`config.mk`:
```
export PLATFORM = sky130hd
export DESIGN_NAME = lsr_top
export DESIGN_NICKNAME = d
export VERILOG_FILES = /design/src/lsr_pkg.sv /design/src/lsr_if.sv /design/src/lsr_serial.sv /design/src/lsr_pixel.sv /design/src/lsr_top.sv
export SDC_FILE = /design/constraint.sdc
export NUM_CORES = 1
export LEC_CHECK = 0
export ABC_CLOCK_PERIOD_IN_PS = 3250
export BUFFER_PORTS_ARGS = -buffer_cell sky130_fd_sc_hd__clkbuf_2
export CAP_MARGIN = 40
export CORE_MARGIN = 3
export CORE_UTILIZATION = 30
export CTS_CLUSTER_DIAMETER = 40
export CTS_CLUSTER_SIZE = 30
export DETAILED_ROUTE_END_ITERATION = 10
export GPL_TIMING_DRIVEN = 0
export HOLD_SLACK_MARGIN = 0.08
export PLACE_DENSITY_LB_ADDON = 0.25
export SLEW_MARGIN = 20
export SYNTH_ARGS = -nofsm -noshare
export SYNTH_HDL_FRONTEND = slang
export SYNTH_SLANG_ARGS = --single-unit
export TNS_END_PERCENT = 5
```
`constraint.sdc`:
```
create_clock -name clk -period 3.25 [get_ports clk]
set_input_delay 0.65 -clock clk [delete_from_list [all_inputs] [get_ports clk]]
set_output_delay 0.65 -clock clk [all_outputs]
set_load 0.02 [all_outputs]
```
`src/lsr_pkg.sv`:
```
// Shared constants, types and helpers for the serial command and pixel input.
package lsr_pkg;
    localparam logic [3:0] LSR_UNIT_LAST = 4'h8;
    localparam logic [5:0] LSR_LEN_NONE = 6'h00;
    localparam logic [5:0] LSR_LEN_BYTE = 6'h08;
    localparam logic [5:0] LSR_LEN_IDENT = 6'h18;
    localparam logic [5:0] LSR_LEN_STATE = 6'h20;
    localparam logic [7:0] LSR_STATUS_FIRST = 8'h0a;
    localparam logic [7:0] LSR_STATUS_LAST = 8'h0f;
    localparam logic [1:0] LSR_WIN_START_HI = 2'h0;
    localparam logic [1:0] LSR_WIN_START_LO = 2'h1;
    localparam logic [1:0] LSR_WIN_END_HI = 2'h2;
    localparam logic [1:0] LSR_WIN_END_LO = 2'h3;
    localparam int LSR_COLOR_BITS = 6;
    localparam int LSR_PIXEL_BITS = 3 * LSR_COLOR_BITS;
    localparam int LSR_ADDR_BITS = 16;
    localparam logic [15:0] LSR_WIN_MIN = 16'h0000;
    localparam logic [15:0] LSR_WIN_MAX = 16'hffff;

    typedef enum logic [2:0] {
        LSR_SER_IDLE = 3'b001,
        LSR_SER_SHIFT = 3'b010,
        LSR_SER_READ = 3'b100
    } lsr_ser_state_type;

    typedef enum logic [1:0] {
        LSR_PIX_PORCH = 2'b01,
        LSR_PIX_DRAW = 2'b10
    } lsr_pix_state_type;

    function automatic logic lsr_in_range(input logic [15:0] v,
                                          input logic [15:0] lo,
                                          input logic [15:0] hi);
        lsr_in_range = (v >= lo) && (v <= hi);
    endfunction
endpackage

```
`src/lsr_if.sv`:
```
// Links between the serial engine, the pixel engine and the command core.
`timescale 1ns/100ps
interface lsr_if;
    logic unit_valid;
    logic unit_dc;
    logic [7:0] unit_byte;
    logic [5:0] rd_len;
    logic [31:0] rd_word;
    logic [15:0] col_start;
    logic [15:0] col_end;
    logic [15:0] row_start;
    logic [15:0] row_end;

    modport ser (output unit_valid, output unit_dc, output unit_byte,
                 input rd_len, input rd_word);
    modport pix (input col_start, input col_end, input row_start,
                 input row_end);
    modport core (input unit_valid, input unit_dc, input unit_byte,
                  output rd_len, output rd_word, output col_start,
                  output col_end, output row_start, output row_end);
endinterface

```
`src/lsr_serial.sv`:
```
// Three-wire serial engine: unit capture and read-back shifting.
`timescale 1ns/100ps
module lsr_serial
    import lsr_pkg::*;
(
    input wire logic clk,
    input wire logic reset,
    input wire logic chip_select_n,
    input wire logic serial_clock,
    input wire logic serial_data_in,
    output logic serial_data_out,
    output logic serial_data_oe,
    lsr_if.ser link
);
    logic [2:0] cs_sync;
    logic [2:0] sck_sync;
    logic [2:0] sdi_sync;
    lsr_ser_state_type state;
    logic [3:0] bit_cnt;
    logic [7:0] shreg;
    logic [31:0] out_word;
    logic [5:0] out_left;

    // Pins pass two stages; the third stage marks the level before an edge.
    always_ff @(posedge clk) begin
        if (reset) begin
            cs_sync <= '1;
            sck_sync <= '0;
            sdi_sync <= '0;
        end else begin
            cs_sync <= {cs_sync[1:0], chip_select_n};
            sck_sync <= {sck_sync[1:0], serial_clock};
            sdi_sync <= {sdi_sync[1:0], serial_data_in};
        end
    end

    wire logic cs_idle = cs_sync[1];
    wire logic cs_fall = cs_sync[2] & ~cs_sync[1];
    wire logic sck_rise = sck_sync[1] & ~sck_sync[2];
    wire logic sck_fall = ~sck_sync[1] & sck_sync[2];
    wire logic sdi_bit = sdi_sync[2];
    wire logic start_read = link.unit_valid & ~link.unit_dc &
                            (link.rd_len != LSR_LEN_NONE);

    always_ff @(posedge clk) begin
        link.unit_valid <= 1'b0;
        if (reset || cs_idle) begin
            state <= LSR_SER_IDLE;
            bit_cnt <= '0;
            shreg <= '0;
            serial_data_oe <= 1'b0;
            serial_data_out <= 1'b0;
            out_left <= LSR_LEN_NONE;
            out_word <= '0;
            if (reset) begin
                link.unit_dc <= 1'b0;
                link.unit_byte <= '0;
            end
        end else begin
            case (state)
                LSR_SER_IDLE: begin
                    if (cs_fall) begin
                        state <= LSR_SER_SHIFT;
                        bit_cnt <= '0;
                    end
                end
                LSR_SER_SHIFT: begin
                    if (sck_rise) begin
                        shreg <= {shreg[6:0], sdi_bit};
                        if (bit_cnt == LSR_UNIT_LAST) begin
                            link.unit_valid <= 1'b1;
                            link.unit_dc <= shreg[7];
                            link.unit_byte <= {shreg[6:0], sdi_bit};
                            bit_cnt <= '0;
                        end else begin
                            bit_cnt <= 4'(bit_cnt + 4'h1);
                        end
                    end else if (start_read) begin
                        state <= LSR_SER_READ;
                        out_word <= link.rd_word;
                        out_left <= link.rd_len;
                    end
                end
                LSR_SER_READ: begin
                    if (sck_fall && out_left != LSR_LEN_NONE) begin
                        serial_data_oe <= 1'b1;
                        serial_data_out <= out_word[31];
                        out_word <= {out_word[30:0], 1'b0};
                        out_left <= 6'(out_left - 6'h01);
                    end
                end
                default: state <= LSR_SER_IDLE;
            endcase
        end
    end

    property p_cs_idle;
        @(posedge clk) disable iff (reset)
        cs_sync[1] |=> state == LSR_SER_IDLE && !serial_data_oe;
    endproperty
    a_cs_idle: assert property (p_cs_idle)
        else $error("serial engine active while chip select high");

    property p_sdo_fall;
        @(posedge clk) disable iff (reset)
        $rose(serial_data_oe) || (serial_data_oe && $changed(serial_data_out))
            |-> $past(sck_fall);
    endproperty
    a_sdo_fall: assert property (p_sdo_fall)
        else $error("read data changed away from a falling clock edge");

    property p_sample_rise;
        @(posedge clk) disable iff (reset)
        link.unit_valid |-> $past(sck_rise) && $past(state) == LSR_SER_SHIFT;
    endproperty
    a_sample_rise: assert property (p_sample_rise)
        else $error("unit completed without a rising clock edge");

    c_read_bit: cover property (@(posedge clk) disable iff (reset)
        state == LSR_SER_READ && sck_fall);
endmodule

```
`src/lsr_pixel.sv`:
```
// Parallel pixel engine: sync tracking and window addressing.
`timescale 1ns/100ps
module lsr_pixel
    import lsr_pkg::*;
(
    input wire logic clk,
    input wire logic reset,
    input wire logic pixel_clock,
    input wire logic frame_sync_n,
    input wire logic line_sync_n,
    input wire logic pixel_data_valid,
    input wire logic [LSR_PIXEL_BITS-1:0] pixel_data,
    lsr_if.pix win,
    output logic pix_we,
    output logic [LSR_ADDR_BITS-1:0] pix_col,
    output logic [LSR_ADDR_BITS-1:0] pix_row,
    output logic [LSR_PIXEL_BITS-1:0] pix_data,
    output logic frame_start
);
    logic [3:0] ctl_s1;
    logic [3:0] ctl_s2;
    logic [3:0] ctl_s3;
    logic [LSR_PIXEL_BITS-1:0] dat_s1;
    logic [LSR_PIXEL_BITS-1:0] dat_s2;
    logic [LSR_PIXEL_BITS-1:0] dat_s3;
    lsr_pix_state_type state;
    logic [LSR_ADDR_BITS-1:0] col;
    logic [LSR_ADDR_BITS-1:0] row;

    // Bit order: pixel clock, frame sync, line sync, data valid.
    always_ff @(posedge clk) begin
        if (reset) begin
            ctl_s1 <= 4'h6;
            ctl_s2 <= 4'h6;
            ctl_s3 <= 4'h6;
            dat_s1 <= '0;
            dat_s2 <= '0;
            dat_s3 <= '0;
        end else begin
            ctl_s1 <= {pixel_clock, frame_sync_n, line_sync_n,
                       pixel_data_valid};
            ctl_s2 <= ctl_s1;
            ctl_s3 <= ctl_s2;
            dat_s1 <= pixel_data;
            dat_s2 <= dat_s1;
            dat_s3 <= dat_s2;
        end
    end

    wire logic dclk_rise = ctl_s2[3] & ~ctl_s3[3];
    wire logic frame_fall = ctl_s3[2] & ~ctl_s2[2];
    wire logic line_run = ctl_s3[2] & ctl_s3[1];
    wire logic take = dclk_rise & line_run & ctl_s3[0] &
                      (state == LSR_PIX_DRAW);
    wire logic line_end = (col == win.col_end);
    wire logic frame_end = line_end & (row == win.row_end);

    always_ff @(posedge clk) begin
        pix_we <= 1'b0;
        frame_start <= 1'b0;
        if (reset) begin
            state <= LSR_PIX_PORCH;
            col <= '0;
            row <= '0;
            pix_col <= '0;
            pix_row <= '0;
            pix_data <= '0;
        end else if (frame_fall) begin
            state <= LSR_PIX_DRAW;
            col <= win.col_start;
            row <= win.row_start;
            frame_start <= 1'b1;
        end else if (take) begin
            pix_we <= 1'b1;
            pix_col <= col;
            pix_row <= row;
            pix_data <= dat_s3;
            col <= line_end ? win.col_start : 16'(col + 16'h0001);
            if (frame_end) begin
                state <= LSR_PIX_PORCH;
            end else if (line_end) begin
                row <= 16'(row + 16'h0001);
            end
        end
    end

    property p_frame_reload;
        @(posedge clk) disable iff (reset)
        frame_fall |=> col == $past(win.col_start) &&
                       row == $past(win.row_start) && frame_start;
    endproperty
    a_frame_reload: assert property (p_frame_reload)
        else $error("address not reloaded at frame sync fall");

    property p_porch_hold;
        @(posedge clk) disable iff (reset)
        state == LSR_PIX_PORCH && !frame_fall |=>
            state == LSR_PIX_PORCH && !pix_we;
    endproperty
    a_porch_hold: assert property (p_porch_hold)
        else $error("left front porch without frame sync");

    property p_write_cause;
        @(posedge clk) disable iff (reset)
        pix_we |-> $past(ctl_s3[0]) && $past(dclk_rise) && $past(line_run);
    endproperty
    a_write_cause: assert property (p_write_cause)
        else $error("pixel written without valid data");

    c_frame_done: cover property (@(posedge clk) disable iff (reset)
        take && frame_end);
endmodule

```
`src/lsr_top.sv`:
```
// Display input logic: serial command port and parallel pixel port.
//
// Behaviour
// - Unit is select bit plus one byte.
// - Select bit zero marks a command opcode.
// - Select bit one marks data or parameter.
// - Commands in any order, bytes MSB first.
// - Chip select high keeps the port idle.
// - Chip select falling edge starts a transfer.
// - Read command is followed by returned bytes.
// - Input data sampled on serial clock rising.
// - Read data changes on serial clock falling.
// - Identity and status reads return eight bits.
// - Display identification read returns 24 bits.
// - Display state read returns 32 bits.
// - Pixel carries six bits per colour.
// - Pixel port follows syncs and pixel clock.
// - Pixels land only inside the window.
// - Porch timing must match on both sides.
// - Syncs active low, data needs valid high.
// - Frame sync fall reloads the address counter.
// - Stay in front porch until frame sync.
`timescale 1ns/100ps
module lsr_top
    import lsr_pkg::*;
#(
    parameter logic [7:0] OP_ID_ONE = 8'hd1,
    parameter logic [7:0] OP_ID_TWO = 8'hd2,
    parameter logic [7:0] OP_ID_THREE = 8'hd3,
    parameter logic [7:0] OP_IDENT = 8'h01,
    parameter logic [7:0] OP_STATE = 8'h02,
    parameter logic [7:0] OP_COL_WINDOW = 8'h21,
    parameter logic [7:0] OP_ROW_WINDOW = 8'h22,
    parameter logic [7:0] OP_MEM_WRITE = 8'h23
)
(
    input wire logic clk,
    input wire logic reset,
    input wire logic hw_reset_n,
    input wire logic chip_select_n,
    input wire logic serial_clock,
    input wire logic serial_data_in,
    output logic serial_data_out,
    output logic serial_data_oe,
    input wire logic pixel_clock,
    input wire logic frame_sync_n,
    input wire logic line_sync_n,
    input wire logic pixel_data_valid,
    input wire logic [LSR_PIXEL_BITS-1:0] pixel_data,
    input wire logic [23:0] id_bytes,
    input wire logic [47:0] status_bytes,
    input wire logic [23:0] display_ident,
    input wire logic [31:0] display_state,
    output logic cmd_valid,
    output logic [7:0] cmd_opcode,
    output logic param_valid,
    output logic [7:0] param_index,
    output logic [7:0] param_byte,
    output logic display_byte_valid,
    output logic [7:0] display_byte,
    output logic pix_we,
    output logic [LSR_ADDR_BITS-1:0] pix_col,
    output logic [LSR_ADDR_BITS-1:0] pix_row,
    output logic [LSR_PIXEL_BITS-1:0] pix_data,
    output logic frame_start
);
    logic [1:0] hw_sync;
    logic rst;
    logic [7:0] cur_op;
    logic [7:0] param_cnt;
    logic [15:0] col_start;
    logic [15:0] col_end;
    logic [15:0] row_start;
    logic [15:0] row_end;

    lsr_if link ();

    // The hardware reset pin is synchronised and joins the system reset.
    always_ff @(posedge clk) begin
        if (reset) begin
            hw_sync <= '0;
        end else begin
            hw_sync <= {hw_sync[0], hw_reset_n};
        end
    end
    assign rst = reset | ~hw_sync[1];

    lsr_serial u_serial (
        .clk(clk),
        .reset(rst),
        .chip_select_n(chip_select_n),
        .serial_clock(serial_clock),
        .serial_data_in(serial_data_in),
        .serial_data_out(serial_data_out),
        .serial_data_oe(serial_data_oe),
        .link(link.ser)
    );

    lsr_pixel u_pixel (
        .clk(clk),
        .reset(rst),
        .pixel_clock(pixel_clock),
        .frame_sync_n(frame_sync_n),
        .line_sync_n(line_sync_n),
        .pixel_data_valid(pixel_data_valid),
        .pixel_data(pixel_data),
        .win(link.pix),
        .pix_we(pix_we),
        .pix_col(pix_col),
        .pix_row(pix_row),
        .pix_data(pix_data),
        .frame_start(frame_start)
    );

    // Unit decoding and read-back selection.
    wire logic is_cmd = link.unit_valid & ~link.unit_dc;
    wire logic is_data = link.unit_valid & link.unit_dc;
    wire logic [7:0] op = link.unit_byte;
    wire logic op_id1 = (op == OP_ID_ONE);
    wire logic op_id2 = (op == OP_ID_TWO);
    wire logic op_id3 = (op == OP_ID_THREE);
    wire logic op_status = lsr_in_range({8'h00, op},
                                        {8'h00, LSR_STATUS_FIRST},
                                        {8'h00, LSR_STATUS_LAST});
    wire logic op_ident = (op == OP_IDENT);
    wire logic op_state = (op == OP_STATE);
    wire logic op_byte = op_id1 | op_id2 | op_id3 | op_status;
    wire logic [2:0] status_sel = 3'(op - LSR_STATUS_FIRST);
    wire logic [7:0] status_byte = status_bytes[8 * status_sel +: 8];
    wire logic [7:0] id_byte = op_id1 ? id_bytes[23:16] :
                               op_id2 ? id_bytes[15:8] : id_bytes[7:0];
    wire logic [7:0] byte_answer = op_status ? status_byte : id_byte;
    wire logic in_mem_write = (cur_op == OP_MEM_WRITE);
    wire logic in_col = (cur_op == OP_COL_WINDOW);
    wire logic in_row = (cur_op == OP_ROW_WINDOW);
    wire logic [1:0] win_idx = param_cnt[1:0];
    wire logic win_slot = (param_cnt <= {6'h00, LSR_WIN_END_LO});

    assign link.rd_len = !is_cmd ? LSR_LEN_NONE :
                         op_byte ? LSR_LEN_BYTE :
                         op_ident ? LSR_LEN_IDENT :
                         op_state ? LSR_LEN_STATE :
                         LSR_LEN_NONE;
    assign link.rd_word = op_byte ? {byte_answer, {24{1'b0}}} :
                          op_ident ? {display_ident, {8{1'b0}}} :
                          display_state;
    assign link.col_start = col_start;
    assign link.col_end = col_end;
    assign link.row_start = row_start;
    assign link.row_end = row_end;

    // Command and parameter tracking; any opcode may follow any other.
    always_ff @(posedge clk) begin
        cmd_valid <= 1'b0;
        param_valid <= 1'b0;
        display_byte_valid <= 1'b0;
        if (rst) begin
            cmd_opcode <= '0;
            cur_op <= '0;
            param_cnt <= '0;
            param_index <= '0;
            param_byte <= '0;
            display_byte <= '0;
        end else if (is_cmd) begin
            cmd_valid <= 1'b1;
            cmd_opcode <= op;
            cur_op <= op;
            param_cnt <= '0;
        end else if (is_data && in_mem_write) begin
            display_byte_valid <= 1'b1;
            display_byte <= op;
        end else if (is_data) begin
            param_valid <= 1'b1;
            param_index <= param_cnt;
            param_byte <= op;
            if (param_cnt != 8'hff) begin
                param_cnt <= 8'(param_cnt + 8'h01);
            end
        end
    end

    // Window bounds, written high byte first by the window commands.
    always_ff @(posedge clk) begin
        if (rst) begin
            col_start <= LSR_WIN_MIN;
            col_end <= LSR_WIN_MAX;
            row_start <= LSR_WIN_MIN;
            row_end <= LSR_WIN_MAX;
        end else if (is_data && win_slot && (in_col || in_row)) begin
            case (win_idx)
                LSR_WIN_START_HI: begin
                    if (in_col) col_start[15:8] <= op;
                    else row_start[15:8] <= op;
                end
                LSR_WIN_START_LO: begin
                    if (in_col) col_start[7:0] <= op;
                    else row_start[7:0] <= op;
                end
                LSR_WIN_END_HI: begin
                    if (in_col) col_end[15:8] <= op;
                    else row_end[15:8] <= op;
                end
                LSR_WIN_END_LO: begin
                    if (in_col) col_end[7:0] <= op;
                    else row_end[7:0] <= op;
                end
                default: begin
                    col_start <= col_start;
                end
            endcase
        end
    end

    property p_cmd_decode;
        @(posedge clk) disable iff (rst)
        is_cmd |=> cmd_valid && cmd_opcode == $past(op) && !param_valid;
    endproperty
    a_cmd_decode: assert property (p_cmd_decode)
        else $error("command unit not reported as opcode");

    property p_param_store;
        @(posedge clk) disable iff (rst)
        is_data && !in_mem_write |=>
            param_valid && param_byte == $past(op) && !cmd_valid;
    endproperty
    a_param_store: assert property (p_param_store)
        else $error("data unit not stored as parameter");

    property p_display_data;
        @(posedge clk) disable iff (rst)
        is_data && in_mem_write |=>
            display_byte_valid && display_byte == $past(op);
    endproperty
    a_display_data: assert property (p_display_data)
        else $error("display data byte lost");

    property p_read_byte;
        @(posedge clk) disable iff (rst)
        is_cmd && op_byte |-> link.rd_len == LSR_LEN_BYTE &&
            link.rd_word[31:24] == byte_answer;
    endproperty
    a_read_byte: assert property (p_read_byte)
        else $error("byte read has wrong length");

    property p_read_ident;
        @(posedge clk) disable iff (rst)
        is_cmd && op_ident |-> link.rd_len == LSR_LEN_IDENT &&
            link.rd_word[31:8] == display_ident;
    endproperty
    a_read_ident: assert property (p_read_ident)
        else $error("identification read has wrong length");

    property p_read_state;
        @(posedge clk) disable iff (rst)
        is_cmd && op_state |-> link.rd_len == LSR_LEN_STATE &&
            link.rd_word == display_state;
    endproperty
    a_read_state: assert property (p_read_state)
        else $error("state read has wrong length");

    property p_window_only;
        @(posedge clk) disable iff (rst)
        pix_we |-> lsr_in_range(pix_col, col_start, col_end) &&
                   lsr_in_range(pix_row, row_start, row_end);
    endproperty
    a_window_only: assert property (p_window_only)
        else $error("pixel written outside the window");

    property p_no_oe_idle;
        @(posedge clk) disable iff (rst)
        $fell(serial_data_oe) |-> $past(chip_select_n, 3);
    endproperty
    a_no_oe_idle: assert property (p_no_oe_idle)
        else $error("read drive dropped while selected");

    c_state_read: cover property (@(posedge clk) disable iff (rst)
        is_cmd && op_state);
    c_display_byte: cover property (@(posedge clk) disable iff (rst)
        display_byte_valid);
    c_pixel: cover property (@(posedge clk) disable iff (rst) pix_we);
endmodule

```
==> results.yml <==
run_status:
  run_status: "finished, final reports clean"
place:
  gp_congestion: 0.884
  dp_slack_ns: -0.202
  post-place-cells: 2463
  dp_hpwl_mm: 34.7
  dpl_cell_area_sq_mm: 0.0163
  port_buffers: 244
drt:
  drt_iter0_markers: 954
  dr.pass1.iters: 5
  wire_per_inst_um: 18.3
  post_drt_via_cell_ratio: 5.06
  antenna_left: 0
  dr_total_vias: 13001
  drc: 0
  drt_wl_total_mm: 46.9
timing:
  finalHoldViolCount: 0
  fmax_mhz: 336
  slew_viol_final: 0
  finalSetupTns_ns: 0
  post-route-period-util: 0.917
  worst_slew_pin_slew_ns: 0.874
  setup_slack_ns: 0.270
  hold_ws_ns: 0.248
  rsz0062_at_grt: "false"
  skew_ns: 0.0327
  relSlewSlack: 0.413
  period_needed_ns: 2.98
  setup_viol: 0
clocking:
  cts_max_level: 2
  cts-root-buf: "clkbuf_16"
  cts_tree: "built"
  cts.clk_slew.worst_paths_ns: 0.07
  clk_path_buf_depth: 3
  hold_buffers: 0
  clock_latency_ns: 0.60
  cts_num_sinks: 335
  cts_made_buffers: 52
global_route:
  grt_remaining_overflow: 0
  grt_pass1_vias: 12675
  antenna_found_initial: 1
  gr-usage-all-layers: 0.183
  grt_max_degree: 17
  grt_pass1_wl_mm: 72.2
logic_synthesis:
  synth-xor-area-share: 0.0259
  synth_top_family_by_area: "simple AND/OR/NAND/NOR gates"
  synth-compound-area-share: 0.137
  synth_edf_count: 9
  synth_area_leaders: "dfxtp_1 (46%), nand2_1 (6.6%), a21oi_1 (4.4%)"
  async_reset_ff_frac: 0
  synth.distinct_cells: 69
  yosysTopAreaCellShare: 0.459
  synth_area_leader_cell: "dfxtp_1"
  ys_warn_count: 0
  ys_seq_area_frac: 0.478
  synth-seq-cells: 335
  yosysMostFrequentCell: "dfxtp_1"
  netlist_instances: 1608
  synth_area_sq_mm: 0.0142
  synthAdderAreaFrac: 0.00880
  synthSimpleGateAreaFrac: 0.237
  synthTopCellsByCount: "dfxtp_1 (326), nand2_1 (252), a21oi_1 (125)"
  synth.avg_cell_area_sq_um: 8.85
  mappedNetlistNets: 1774
  synth_ff_type: "dfxtp_1"
  muxShareOfSynthArea: 0.0733
worst_setup_path:
  cp-end-kind: "register"
  path_max_fanout: 10
  crit_type: "reg -> reg"
  required_ns: 3.71
  cp.buffers_inverters: 2
  cp.arrival_ns: 3.44
  path_delay_family: "compound AO/OA/AOI/OAI gates"
  path_cells: "buf_1 -> a32oi_1 -> o21ai_0 -> o211ai_1 -> clkbuf_1 -> nand2_1 -> a31o_2"
  cpMaxStageDelayCell: "clkbuf_1"
  critPathMaxStageDelay_ns: 0.42
  crit_path_start_kind: "register"
power:
  powerDensity_mw_per_mm2: 556
  vdd_drop_max_uv: 470
  p_total_mw: 10.1
  p_leak_nw: 6.85
final_layout:
  area_growth_pct: 27.5
  finalInstanceArea_sq_mm: 0.0181
  antennaDiodeCount: 0
  drive_gt1_frac: 0.211
  final_util: 0.389
  stdcell_count: 2568
  finalNetCount: 2084
die:
  die_h_um: 224
  pin_count: 245
  die_w_um: 224
  fp-row-count: 79
  core_area_sq_mm: 0.0467
  start_util: 0.305
  fp.dieArea_sq_mm: 0.0501
worst_hold_path:
  hp-class: "in -> reg"
run:
  max-cap-violations: 0
report_power, final:
group | internal [mW] | total (mW) | switching [mW]
clock | 3.45 | 5.68 | 2.23
sequential | 4.13 | 4.14 | 0.00488
combinational | 0.136 | 0.276 | 0.140
total | 7.72 | 10.1 | 2.38
routing by layer:
| layer | track usage | wire length, um | share of wire | up-vias |
|---|---|---|---|---|
| li1 | - | - | - | 6327 |
| met3 | 0.0376 | 2610 | 0.056 | 68 |
| met5 | 0 | 0 | 0 | - |
| met4 | 0.0539 | 956 | 0.020 | 0 |
| met2 | 0.295 | 21500 | 0.46 | 397 |
| met1 | 0.248 | 21800 | 0.46 | 6209 |
worst reg2reg max path, cell delays in order (launching register included):
cell	delay, ns
edfxtp_1	0.39
buf_1	0.38
a32oi_1	0.35
o21ai_0	0.26
o211ai_1	0.40
clkbuf_1	0.42
nand2_1	0.34
a31o_2	0.32
cells in the final DEF (no fill, tap or decap), types with 8 or more instances in the layout:
| master | n |
|---|---|
| nor3_1 | 29 |
| a221oi_1 | 24 |
| and3_1 | 31 |
| o31ai_1 | 25 |
| o211ai_1 | 9 |
| buf_2 | 8 |
| xnor2_1 | 20 |
| dfxtp_1 | 326 |
| nor4_1 | 14 |
| clkbuf_16 | 53 |
| a22o_1 | 9 |
| mux2_2 | 25 |
| edfxtp_1 | 9 |
| clkbuf_1 | 115 |
| a31oi_1 | 13 |
| a22oi_1 | 9 |
| nor2_1 | 68 |
| clkinv_4 | 8 |
| and2_1 | 76 |
| nand4_1 | 35 |
| xor2_1 | 22 |
| buf_1 | 11 |
| inv_1 | 13 |
| a21oi_1 | 125 |
| clkbuf_2 | 246 |
| nand2b_1 | 17 |
| o21ai_0 | 49 |
| nand3_1 | 103 |
| nand2_1 | 252 |
| mux4_2 | 8 |
| buf_6 | 8 |
| ha_1 | 10 |
| nor2b_1 | 11 |
| mux2i_1 | 58 |
cells by family (layout without fill, tap and decap cells):
kind of cell               count (synthesis)  in the layout
muxes                                     91             91
AOI/OAI and AO/OA                        308            308
DFF                                      335            335
buffers and inverters                    149            502
adders and majority gates                 10             10
xor gates and xnor gates                  42             42
and+or+nand+nor                          673            673
timing repair:
action / CTS / global route
gates resized for setup: 0 / 3
setup buffers: 0 / 3
endpoints found under the setup margin: 30 / 30
hold endpoints to repair: 0 / 0
worst paths after layout:
path                                    from              endpoint  slack (ns)  depth (start not counted)
setup / recovery  u_serial.link.unit_byte[1]  u_serial.out_left[2]        0.27                          7
hold reg to reg            u_pixel.ctl_s2[1]     u_pixel.ctl_s3[1]        0.41                          1
setup reg to reg  u_serial.link.unit_byte[1]  u_serial.out_left[2]        0.27                          7
hold / removal                pixel_data[10]    u_pixel.dat_s1[10]        0.25                          2
state kept, by name (all words and copies together) (netlist names), 16 cells and up:
name               count
u_serial.out_word     32
u_pixel.dat_s1        18
u_pixel.dat_s2        18
u_pixel.dat_s3        18
u_pixel.pix_data      18
col_end               16
col_start             16
link.row_end          16
link.row_start        16
u_pixel.col           16
u_pixel.pix_col       16
u_pixel.pix_row       16
u_pixel.row           16
area by class of cell:
type / count / area (sq um)
clock buffer: 58 / 1370
fill: 4781 / 28500
buffer: 134 / 526
multi-input combinational: 1124 / 6850
timing repair buffer: 257 / 1340
tap: 607 / 759
sequential: 335 / 6800
clock inverter: 39 / 444
inverter: 14 / 52.6
(Power assumes the default switching activity.)
